## src/hw/spp_port_pkg.sv

```systemverilog
package spp_port_pkg;

	////////////////////////////////////////////////////////////////////////////
	// Register offsets within the port's address range.
	localparam logic [2:0] data_offset    = 3'h0;
	localparam logic [2:0] status_offset  = 3'h1;
	localparam logic [2:0] control_offset = 3'h2;

	// Control register bit positions.
	localparam int ctl_strobe_bit = 0;
	localparam int ctl_feed_bit   = 1;
	localparam int ctl_init_bit   = 2;
	localparam int ctl_select_bit = 3;
	localparam int ctl_irq_en_bit = 4;
	localparam int ctl_dir_bit    = 5;

	// Status register bit positions.
	localparam int sts_timeout_bit = 0;
	localparam int sts_irq_bit     = 2;

	// Reset values.
	localparam logic [7:0] data_reset    = 8'h00;
	localparam logic [5:0] control_reset = 6'h00;
	localparam logic [1:0] ctl_reserved  = 2'h3;

	// Stall time before an enhanced-mode cycle counts as timed out.
	localparam int         timeout_ns     = 10000;
	localparam int         clk_period_ns  = 8;
	localparam int         timeout_width  = 11;
	localparam logic [10:0] timeout_cycles =
		11'((timeout_ns + clk_period_ns - 1) / clk_period_ns);

	// Output data buffer shape.
	localparam int fifo_width = 8;
	localparam int fifo_depth = 32;

	////////////////////////////////////////////////////////////////////////////
	// Port operating modes, supplied by the configuration logic.
	typedef enum logic [1:0] {
		mode_compat   = 2'b00,
		mode_extended = 2'b01,
		mode_epp17    = 2'b10,
		mode_epp19    = 2'b11
	} port_mode_type;

	// Enhanced-cycle time-out watcher states.
	typedef enum logic [1:0] {
		tmo_idle  = 2'b00,
		tmo_count = 2'b01,
		tmo_fired = 2'b10
	} tmo_state_type;

	// Status inputs coming back from the printer.
	typedef struct packed {
		logic busy_in;
		logic char_taken_pulse;
		logic media_exhausted_in;
		logic printer_online_in;
		logic printer_fault_in;
	} printer_status_type;

endpackage

```

## src/hw/spp_printer_port_regs.sv

```systemverilog
`timescale 1ns/100ps
// Function
// - Data register at 00h, status at 01h, control at 02h.
// - Data register is 8 bits; direction from control bit 5 and mode.
// - Reads and writes happen only on the active-low read or write strobe.
// - Compatible mode writes drive the data lines; direction bit ignored.
// - Compatible mode reads return the output latch, not the lines.
// - Extended mode, direction 0: writes drive lines, reads return latch.
// - Extended mode, direction 1: reads return lines; writes only fill latch.
// - Reset clears the data output latch to zero.
// - After reset printer reset is driven low; other handshakes and interrupt float.
// - Writes to the status register are ignored.
// - Outside enhanced modes status bit 0 reads as 1.
// - Enhanced modes: bit 0 clears on entry, sets on time-out, clears on read.
// - Time-out sets only after a stall of at least 10 us.
// - Status bit 1 always reads 1.
// - Status bit 2 reads 1 except in extended mode.
// - Extended mode with interrupt enabled: bit 2 latches 0 on acknowledge rise.
// - Reading status returns bit 2 to 1.
// - Status bit 3 follows the fault input.
// - Status bit 4 follows the online input.
// - Status bit 5 follows the paper-end input.
// - Status bit 6 follows the acknowledge input.
// - Status bit 7 is the inverse of the busy input.
// - Control bit 5 sets direction in extended mode; resets to output.
// - Control bit 4 enables the acknowledge interrupt; at 0 the line floats.

////////////////////////////////////////////////////////////////////////////////
// Synchronous FIFO; storage is flip-flops addressed by pointer.
module spp_byte_fifo #(
	parameter int width = 8,
	parameter int depth = 32
) (
	// Clock and reset.
	input  logic             sys_clk,
	input  logic             rst,
	// Filling side.
	input  logic             in_valid,
	output logic             in_ready,
	input  logic [width-1:0] in_data,
	// Draining side.
	output logic             out_valid,
	input  logic             out_ready,
	output logic [width-1:0] out_data
);
	localparam int aw = $clog2(depth);

	logic [width-1:0] mem_q [depth];
	logic [width-1:0] mem_d [depth];
	logic [aw-1:0]    wr_ptr_q;
	logic [aw-1:0]    wr_ptr_d;
	logic [aw-1:0]    rd_ptr_q;
	logic [aw-1:0]    rd_ptr_d;
	logic [aw:0]      count_q;
	logic [aw:0]      count_d;
	logic             push;
	logic             pop;

	// Handshake flags come straight from the fill count.
	assign in_ready  = count_q != (aw+1)'(depth);
	assign out_valid = count_q != '0;
	assign out_data  = mem_q[rd_ptr_q];
	assign push      = in_valid & in_ready;
	assign pop       = out_valid & out_ready;

	// Next pointers, count and storage.
	always_comb begin
		mem_d    = mem_q;
		wr_ptr_d = wr_ptr_q;
		rd_ptr_d = rd_ptr_q;
		count_d  = count_q;
		if (push) begin
			mem_d[wr_ptr_q] = in_data;
			wr_ptr_d        = (wr_ptr_q == aw'(depth - 1)) ? '0 : wr_ptr_q + 1'b1;
		end
		if (pop) begin
			rd_ptr_d = (rd_ptr_q == aw'(depth - 1)) ? '0 : rd_ptr_q + 1'b1;
		end
		if (push & ~pop) begin
			count_d = count_q + 1'b1;
		end else if (pop & ~push) begin
			count_d = count_q - 1'b1;
		end
	end

	// Register the FIFO state.
	always_ff @(posedge sys_clk or posedge rst) begin
		if (rst) begin
			for (int i = 0; i < depth; i++) begin
				mem_q[i] <= '0;
			end
			wr_ptr_q <= '0;
			rd_ptr_q <= '0;
			count_q  <= '0;
		end else begin
			mem_q    <= mem_d;
			wr_ptr_q <= wr_ptr_d;
			rd_ptr_q <= rd_ptr_d;
			count_q  <= count_d;
		end
	end
endmodule

////////////////////////////////////////////////////////////////////////////////
// Standard parallel printer port registers and pin logic.
module spp_printer_port_regs (
	// Clock and reset.
	input  logic                             sys_clk,
	input  logic                             rst,
	// Host register port.
	input  logic [2:0]                       host_addr,
	input  logic [7:0]                       host_wdata,
	input  logic                             host_rd_n,
	input  logic                             host_wr_n,
	output logic [7:0]                       host_rdata,
	output logic                             host_ready,
	// Mode and enhanced-cycle stall from the configuration logic.
	input  spp_port_pkg::port_mode_type      port_mode,
	input  logic                             epp_cycle_stall,
	// Printer status inputs.
	input  spp_port_pkg::printer_status_type printer_status,
	// Printer data lines.
	input  logic [7:0]                       printer_data_lines_in,
	output logic [7:0]                       printer_data_lines_out,
	output logic                             printer_data_lines_oe,
	// Handshake outputs; strobe, feed and select are active low on the wire.
	output logic                             strobe_out,
	output logic                             strobe_oe,
	output logic                             auto_feed_out,
	output logic                             auto_feed_oe,
	output logic                             select_request_out,
	output logic                             select_request_oe,
	output logic                             printer_reset_out,
	// Port interrupt line.
	output logic                             port_interrupt_lines_out,
	output logic                             port_interrupt_lines_oe
);
	////////////////////////////////////////////////////////////////////////////
	// Input synchronisers, one two-stage chain per bit.
	localparam int sync_bits = 13;

	logic [sync_bits-1:0] sync_raw;
	logic [sync_bits-1:0] sync_s1_q;
	logic [sync_bits-1:0] sync_s2_q;

	assign sync_raw = {printer_data_lines_in, printer_status};

	generate
		for (genvar i = 0; i < sync_bits; i++) begin : g_sync
			logic [1:0] chain_d;

			// Shift the raw level through two stages.
			always_comb begin
				chain_d = {sync_s1_q[i], sync_raw[i]};
			end

			always_ff @(posedge sys_clk or posedge rst) begin
				if (rst) begin
					sync_s1_q[i] <= 1'b1;
					sync_s2_q[i] <= 1'b1;
				end else begin
					sync_s1_q[i] <= chain_d[0];
					sync_s2_q[i] <= chain_d[1];
				end
			end
		end
	endgenerate

	spp_port_pkg::printer_status_type sts_s;
	logic [7:0]                       lines_s;

	assign sts_s   = sync_s2_q[4:0];
	assign lines_s = sync_s2_q[12:5];

	////////////////////////////////////////////////////////////////////////////
	// Mode decode and strobe edges.
	logic is_compat;
	logic is_ext;
	logic is_epp;
	logic rd_start;
	logic wr_start;
	logic rd_n_q;
	logic wr_n_q;

	assign is_compat = port_mode == spp_port_pkg::mode_compat;
	assign is_ext    = port_mode == spp_port_pkg::mode_extended;
	assign is_epp    = port_mode[1];

	// An access is taken on the first cycle its strobe is seen low.
	assign rd_start = ~host_rd_n & rd_n_q;
	assign wr_start = ~host_wr_n & wr_n_q;

	logic rd_status;
	logic wr_data;
	logic wr_control;

	// Address decode; status writes match nothing and are dropped.
	assign rd_status  = rd_start & (host_addr == spp_port_pkg::status_offset);
	assign wr_data    = wr_start & (host_addr == spp_port_pkg::data_offset);
	assign wr_control = wr_start & (host_addr == spp_port_pkg::control_offset);

	////////////////////////////////////////////////////////////////////////////
	// Output data buffer between host writes and the output latch.
	logic       fifo_in_ready;
	logic       fifo_out_valid;
	logic       fifo_out_ready;
	logic [7:0] fifo_out_data;
	logic [5:0] ctl_q;

	// Hold the latch still while software keeps the strobe asserted.
	assign fifo_out_ready = ~ctl_q[spp_port_pkg::ctl_strobe_bit];

	spp_byte_fifo #(
		.width (spp_port_pkg::fifo_width),
		.depth (spp_port_pkg::fifo_depth)
	) u_fifo (
		.sys_clk   (sys_clk),
		.rst       (rst),
		.in_valid  (wr_data),
		.in_ready  (fifo_in_ready),
		.in_data   (host_wdata),
		.out_valid (fifo_out_valid),
		.out_ready (fifo_out_ready),
		.out_data  (fifo_out_data)
	);

	////////////////////////////////////////////////////////////////////////////
	// Enhanced-cycle time-out watcher.
	spp_port_pkg::tmo_state_type tmo_state_q;
	spp_port_pkg::tmo_state_type tmo_state_d;
	logic [spp_port_pkg::timeout_width-1:0] tmo_cnt_q;
	logic [spp_port_pkg::timeout_width-1:0] tmo_cnt_d;
	logic                                   tmo_event;

	// Count stalled cycles; fire once when the minimum stall is reached.
	always_comb begin
		tmo_state_d = tmo_state_q;
		tmo_cnt_d   = tmo_cnt_q;
		tmo_event   = 1'b0;
		case (tmo_state_q)
			spp_port_pkg::tmo_idle: begin
				tmo_cnt_d = '0;
				if (is_epp & epp_cycle_stall) begin
					tmo_state_d = spp_port_pkg::tmo_count;
					tmo_cnt_d   = 11'h001;
				end
			end
			spp_port_pkg::tmo_count: begin
				if (~is_epp | ~epp_cycle_stall) begin
					tmo_state_d = spp_port_pkg::tmo_idle;
				end else if (tmo_cnt_q == spp_port_pkg::timeout_cycles) begin
					tmo_event   = 1'b1;
					tmo_state_d = spp_port_pkg::tmo_fired;
				end else begin
					tmo_cnt_d = tmo_cnt_q + 1'b1;
				end
			end
			spp_port_pkg::tmo_fired: begin
				if (~is_epp | ~epp_cycle_stall) begin
					tmo_state_d = spp_port_pkg::tmo_idle;
				end
			end
			default: begin
				tmo_state_d = spp_port_pkg::tmo_idle;
			end
		endcase
	end

	always_ff @(posedge sys_clk or posedge rst) begin
		if (rst) begin
			tmo_state_q <= spp_port_pkg::tmo_idle;
			tmo_cnt_q   <= '0;
		end else begin
			tmo_state_q <= tmo_state_d;
			tmo_cnt_q   <= tmo_cnt_d;
		end
	end

	////////////////////////////////////////////////////////////////////////////
	// Register state.
	logic [7:0] latch_q;
	logic [7:0] latch_d;
	logic [5:0] ctl_d;
	logic       hs_en_q;
	logic       hs_en_d;
	logic       tmo_flag_q;
	logic       tmo_flag_d;
	logic       irq_sts_q;
	logic       irq_sts_d;
	logic       epp_prev_q;
	logic       ack_prev_q;
	logic       ack_rise;

	assign ack_rise = sts_s.char_taken_pulse & ~ack_prev_q;

	// Next values of latch, control and the status flags.
	always_comb begin
		latch_d    = latch_q;
		ctl_d      = ctl_q;
		hs_en_d    = hs_en_q;
		tmo_flag_d = tmo_flag_q;
		irq_sts_d  = irq_sts_q;
		if (fifo_out_valid & fifo_out_ready) begin
			latch_d = fifo_out_data;
		end
		if (wr_control) begin
			ctl_d   = host_wdata[5:0];
			hs_en_d = 1'b1;
		end
		// A time-out in the same cycle as a clear still sets the flag.
		if (tmo_event) begin
			tmo_flag_d = 1'b1;
		end else if (rd_status | (is_epp & ~epp_prev_q)) begin
			tmo_flag_d = 1'b0;
		end
		// Acknowledge latch wins over the clear of a same-cycle read.
		if (is_ext & ctl_q[spp_port_pkg::ctl_irq_en_bit] & ack_rise) begin
			irq_sts_d = 1'b0;
		end else if (rd_status) begin
			irq_sts_d = 1'b1;
		end
	end

	always_ff @(posedge sys_clk or posedge rst) begin
		if (rst) begin
			latch_q    <= spp_port_pkg::data_reset;
			ctl_q      <= spp_port_pkg::control_reset;
			hs_en_q    <= 1'b0;
			tmo_flag_q <= 1'b1;
			irq_sts_q  <= 1'b1;
			epp_prev_q <= 1'b0;
			ack_prev_q <= 1'b1;
			rd_n_q     <= 1'b1;
			wr_n_q     <= 1'b1;
		end else begin
			latch_q    <= latch_d;
			ctl_q      <= ctl_d;
			hs_en_q    <= hs_en_d;
			tmo_flag_q <= tmo_flag_d;
			irq_sts_q  <= irq_sts_d;
			epp_prev_q <= is_epp;
			ack_prev_q <= sts_s.char_taken_pulse;
			rd_n_q     <= host_rd_n;
			wr_n_q     <= host_wr_n;
		end
	end

	////////////////////////////////////////////////////////////////////////////
	// Read data and pin drive, all registered.
	logic       dir_in;
	logic [7:0] status_val;
	logic [7:0] control_val;
	logic [7:0] rdata_d;
	logic [7:0] rdata_q;
	logic       ready_q;
	logic       data_oe_q;
	logic       data_oe_d;
	logic [7:0] data_out_q;
	logic       irq_q;
	logic       irq_d;
	logic       irq_oe_q;
	logic [3:0] hs_q;
	logic [3:0] hs_d;
	logic       hs_oe_q;

	// Enhanced modes run standard cycles as extended mode does.
	assign dir_in = ~is_compat & ctl_q[spp_port_pkg::ctl_dir_bit];

	assign status_val = {
		~sts_s.busy_in,
		sts_s.char_taken_pulse,
		sts_s.media_exhausted_in,
		sts_s.printer_online_in,
		sts_s.printer_fault_in,
		is_ext ? irq_sts_q : 1'b1,
		1'b1,
		is_epp ? tmo_flag_q : 1'b1
	};

	// Direction bit reads 1 in the standard modes.
	assign control_val = {
		spp_port_pkg::ctl_reserved,
		is_epp ? ctl_q[spp_port_pkg::ctl_dir_bit] : 1'b1,
		ctl_q[4:0]
	};

	// Select read data, pin levels and interrupt level.
	always_comb begin
		rdata_d = rdata_q;
		if (rd_start) begin
			case (host_addr)
				spp_port_pkg::data_offset: begin
					rdata_d = dir_in ? lines_s : latch_q;
				end
				spp_port_pkg::status_offset: begin
					rdata_d = status_val;
				end
				spp_port_pkg::control_offset: begin
					rdata_d = control_val;
				end
				default: begin
					rdata_d = 8'hff;
				end
			endcase
		end
		data_oe_d = ~dir_in;
		hs_d = {
			~ctl_q[spp_port_pkg::ctl_select_bit],
			ctl_q[spp_port_pkg::ctl_init_bit],
			~ctl_q[spp_port_pkg::ctl_feed_bit],
			~ctl_q[spp_port_pkg::ctl_strobe_bit]
		};
		if (is_ext) begin
			irq_d = ~irq_sts_q;
		end else if (is_epp) begin
			irq_d = sts_s.char_taken_pulse | tmo_event;
		end else begin
			irq_d = sts_s.char_taken_pulse;
		end
	end

	always_ff @(posedge sys_clk or posedge rst) begin
		if (rst) begin
			rdata_q    <= 8'h00;
			ready_q    <= 1'b0;
			data_oe_q  <= 1'b0;
			data_out_q <= spp_port_pkg::data_reset;
			hs_q       <= 4'h0;
			hs_oe_q    <= 1'b0;
			irq_q      <= 1'b0;
			irq_oe_q   <= 1'b0;
		end else begin
			rdata_q    <= rdata_d;
			ready_q    <= fifo_in_ready;
			data_oe_q  <= data_oe_d;
			data_out_q <= latch_q;
			hs_q       <= hs_d;
			hs_oe_q    <= hs_en_q;
			irq_q      <= irq_d;
			irq_oe_q   <= ctl_q[spp_port_pkg::ctl_irq_en_bit];
		end
	end

	// Output ports.
	assign host_rdata               = rdata_q;
	assign host_ready               = ready_q;
	assign printer_data_lines_out   = data_out_q;
	assign printer_data_lines_oe    = data_oe_q;
	assign strobe_out               = hs_q[0];
	assign strobe_oe                = hs_oe_q;
	assign auto_feed_out            = hs_q[1];
	assign auto_feed_oe             = hs_oe_q;
	assign printer_reset_out        = hs_q[2];
	assign select_request_out       = hs_q[3];
	assign select_request_oe        = hs_oe_q;
	assign port_interrupt_lines_out = irq_q;
	assign port_interrupt_lines_oe  = irq_oe_q;
endmodule

```

## config.mk

```make
export PLATFORM = sky130hd
export DESIGN_NAME = spp_printer_port_regs
export DESIGN_NICKNAME = d
export VERILOG_FILES = /design/src/hw/spp_port_pkg.sv /design/src/hw/spp_printer_port_regs.sv
export SDC_FILE = /design/constraint.sdc
export NUM_CORES = 1
export LEC_CHECK = 0
export BUFFER_PORTS_ARGS = -buffer_cell sky130_fd_sc_hd__buf_2
export CAP_MARGIN = 40
export CORE_MARGIN = 2
export CORE_UTILIZATION = 64
export CTS_BUF_LIST = sky130_fd_sc_hd__clkbuf_4 sky130_fd_sc_hd__clkbuf_8
export DETAILED_ROUTE_END_ITERATION = 8
export PLACE_DENSITY = 0.79
export SYNTH_ARGS = -nofsm -noshare
export SYNTH_HDL_FRONTEND = slang
export SYNTH_SLANG_ARGS = --single-unit
```

## constraint.sdc

```tcl
create_clock -name sys_clk -period 14.4 [get_ports sys_clk]
set_input_delay 3.6 -clock sys_clk [delete_from_list [all_inputs] [get_ports sys_clk]]
set_output_delay 3.6 -clock sys_clk [all_outputs]
set_load 0.1 [all_outputs]
```

==> flow_metrics.py <==
metrics = {
    "setup_path": {
        "critPathMaxStageDelay_ns": 0.43,
        "crit_type": "in2reg",
        "rrSetupSlack_ns": 10.54,
        "cp_slowest_cell": "o311a_2",
        "end_kind": "flop",
        "cpMostUsedCell": "ha_1",
        "worstPathRequired_ns": 14.88,
        "reg2reg_depth": 12,
        "crit_path_start_kind": "input pin",
        "crit_buf_inv": 2,
        "cp_data_arrival_time_ns": 6.33,
        "cp_max_fo": 14,
        "crit_family": "compound AO/OA/AOI/OAI gates",
        "crit_chain": "buf_2 -> nor4b_4 -> o311a_2 -> ha_1 -> inv_1 -> ha_1 -> a21oi_1 -> a21boi_0 -> o21a_1 -> o2111ai_1 -> o311ai_0",
        "cp.depth": 11,
    },
    "synthesis": {
        "yosys.area_share.xor_xnor_pct": 0.324,
        "synth_edf_count": 0,
        "async_flop_share_pct": 100,
        "syn-num-nets": 1141,
        "synthMuxAreaShare_pct": 28.7,
        "synth_adder_area_share_pct": 1.28,
        "synth_cell_types": 67,
        "ys_ff_latch": 357,
        "synth_top_area_share_pct": 50.4,
        "synth_ff_type": "dfrtp_1",
        "postSynthCellCount": 1094,
        "netlist_top_cells_area": "dfrtp_1 50%, mux2_2 18%, mux4_2 8.9%",
        "synth_simple_gate_area_share_pct": 6.53,
        "syn_area_sq_um": 16200,
        "synth_compound_area_share_pct": 4.43,
        "yosysTopAreaCell": "dfrtp_1",
        "yosysSeqAreaShare_pct": 55.4,
        "synth.avg_cell_area_sq_um": 14.8,
        "synth_top_family_by_area": "multiplexers",
        "yosysWarnings": 0,
    },
    "global_routing": {
        "grt_first_pass_wirelength_um": 55700,
        "grt_pass1_vias": 9864,
        "overflow": 0,
        "grt_max_degree": 106,
        "antenna_found_initial": 0,
        "track_usage_pct": 27.5,
    },
    "clocking": {
        "cts-root-buf": "clkbuf_8",
        "h-tree-depth": 2,
        "cts_tree": "yes",
        "numCtsBuffers": 57,
        "post_cts_buffers": 0,
        "cts_resized": 0,
        "clkTransAtPathRegs_ns": 0.06,
        "cts-hold-fix-buffers": 0,
        "cts_buffer_depth": 3,
        "worstSkewPairLatency_ns": 0.62,
        "clock_sinks": 357,
    },
    "hold_path": {
        "holdPathStages": 0,
        "hp-class": "reg2reg",
    },
    "floorplan": {
        "rows": 58,
        "pin_count": 58,
        "dieWidth_um": 163,
        "die-height_um": 163,
        "dieArea_sq_um": 26600,
        "core_sq_um": 25000,
        "start_util_pct": 64.7,
    },
    "timing": {
        "rsz0062_at_grt": "no",
        "relSlewSlack_pct": 39.3,
        "fmax_mhz": 171,
        "setup_tns_ns": 0,
        "min_period_ns": 5.85,
        "worst_slew_pin_slew_ns": 0.910,
        "min_period_over_period_pct": 40.6,
        "setup-violations-final": 0,
        "hold_viol": 0,
        "fin_skew_ns": 0.0290,
        "fin_ws_ns": 8.55,
        "slew_viol_final": 0,
    },
    "power": {
        "irDropWorstVdd_mv": 0.123,
        "power_leakage_nw": 8.85,
        "p_per_area_nw_per_um2": 157,
    },
    "route": {
        "drtIter0Drc": 680,
        "drcViolationCount": 0,
        "antenna_left": 0,
        "wirelength_um": 34800,
        "vias": 9502,
        "wire_per_inst_um": 22.7,
        "dr.pass1.iters": 5,
        "vias_per_cell": 6.19,
    },
    "placed_design": {
        "portBuffers": 57,
        "dpl_cell_area_sq_um": 16600,
        "dp_hpwl_um": 21700,
        "dp.cells": 1431,
        "place_congestion": 0.844,
        "dp_slack_ns": 7.95,
    },
    "cells_and_area": {
        "fin_area_sq_um": 17900,
        "final_cells": 1534,
        "nNetsFinal": 1207,
        "fin_util_pct": 71.4,
        "layout-drive-gt1-share_pct": 48.4,
        "area_growth_pct": 10.3,
        "antenna_cells": 0,
    },
    "run": {
        "maxCapViolCount": 0,
    },
    "outcome": {
        "status": "completed",
    },
}
area by class of cell:
class | instances | area [sq um]
Clock inverter | 11 | 126
Inverter | 22 | 90.1
Timing Repair Buffer | 70 | 443
Clock buffer | 92 | 1130
Sequential cell | 357 | 8980
Fill cell | 1627 | 7170
Multi-Input combinational cell | 652 | 6680
Tap cell | 330 | 413
per-stage QoR:
stage               hold WS (ns)  power (mW)
CTS                        0.355        2.82
detailed placement         0.347        1.88
global placement           0.346        1.86
global route               0.357        2.92
floorplan                  0.345        1.73
finish                     0.351        2.80
placed cells by master, fill, tap and decap left out, drive strengths merged, types with 2 or more instances in the layout:
cell / count
a21o: 4
a221oi: 4
nor3: 5
or4: 2
nand2: 62
nand3: 18
mux4: 64
a22oi: 21
nand4: 3
xor2: 4
and2: 7
o2111ai: 4
xnor2: 2
mux2i: 20
a21oi: 33
o22a: 2
o22ai: 4
dfrtp: 326
bufinv: 2
clkinv: 7
o21ai: 20
buf: 70
mux2: 267
o21bai: 2
inv: 24
or3: 6
ha: 15
dfstp: 31
and3: 4
nand2b: 2
o31ai: 3
clkbuf: 92
a31oi: 3
nor2: 44
o21a: 2
nor2b: 6
nor4: 3
sequential cells by signal, indices dropped and copies added (netlist names), 2 cells and up:
signal                  flops
status_val                  4
lines_s                     8
host_rdata                  8
latch_q                     8
tmo_cnt_q                  11
u_fifo.wr_ptr_q             5
hs_q                        4
g_sync.chain_d             13
tmo_state_q                 2
u_fifo.rd_ptr_q             5
ctl_q                       6
u_fifo.mem_q              256
printer_data_lines_out      8
u_fifo.count_q              6
routing by layer:
layer  share of wire [%]  global-route usage [%]  up-vias
met5                   0                       0        -
met4                 3.0                    9.37        0
met3                 5.1                    4.57       82
met2                  50                    45.5      254
met1                  42                    37.7     5007
li1                    -                       -     4159
path summary, 6_finish.rpt:
path	to	startpoint
min in group asynchronous	u_fifo.mem_q[86]$_DFFE_PP0P_	rst
hold reg to reg	lines_s[7]$_DFF_PP1_	g_sync[12].chain_d[1]$_DFF_PP1_
setup / recovery	u_fifo.count_q[5]$_DFFE_PP0P_	host_addr[0]
max in group asynchronous	u_fifo.mem_q[228]$_DFFE_PP0P_	rst
hold / removal	lines_s[7]$_DFF_PP1_	g_sync[12].chain_d[1]$_DFF_PP1_
setup reg to reg	u_fifo.count_q[5]$_DFFE_PP0P_	u_fifo.count_q[0]$_DFFE_PP0P_
synth_stat cells (20+ instances only):
library cell	instances
inv_1	22
mux2_2	266
nor2_1	41
nand2_4	25
a21oi_1	33
dfstp_2	31
mux4_2	64
a22oi_1	21
mux2i_1	20
dfrtp_1	326
nand2_1	37
clkbuf_1	33
logic make-up after synthesis:
kind of cell	after synthesis
flip-flops	357
multiplexers	351
AND/OR/NAND/NOR	169
AO/OA/AOI/OAI	110
buffers and inverters	85
adder cells (fa/ha/maj)	16
XOR/XNOR	6
report_power, final:
| part | total [mW] | leakage [nW] | switching (mW) | internal (mW) |
|---|---|---|---|---|
| Clock | 0.932 | 0.676 | 0.396 | 0.536 |
| Combinational | 0.638 | 3.45 | 0.406 | 0.232 |
| Sequential | 1.23 | 4.73 | 0.126 | 1.10 |
| Total | 2.80 | 8.85 | 0.929 | 1.87 |
Power figures use the tool's default switching activity.
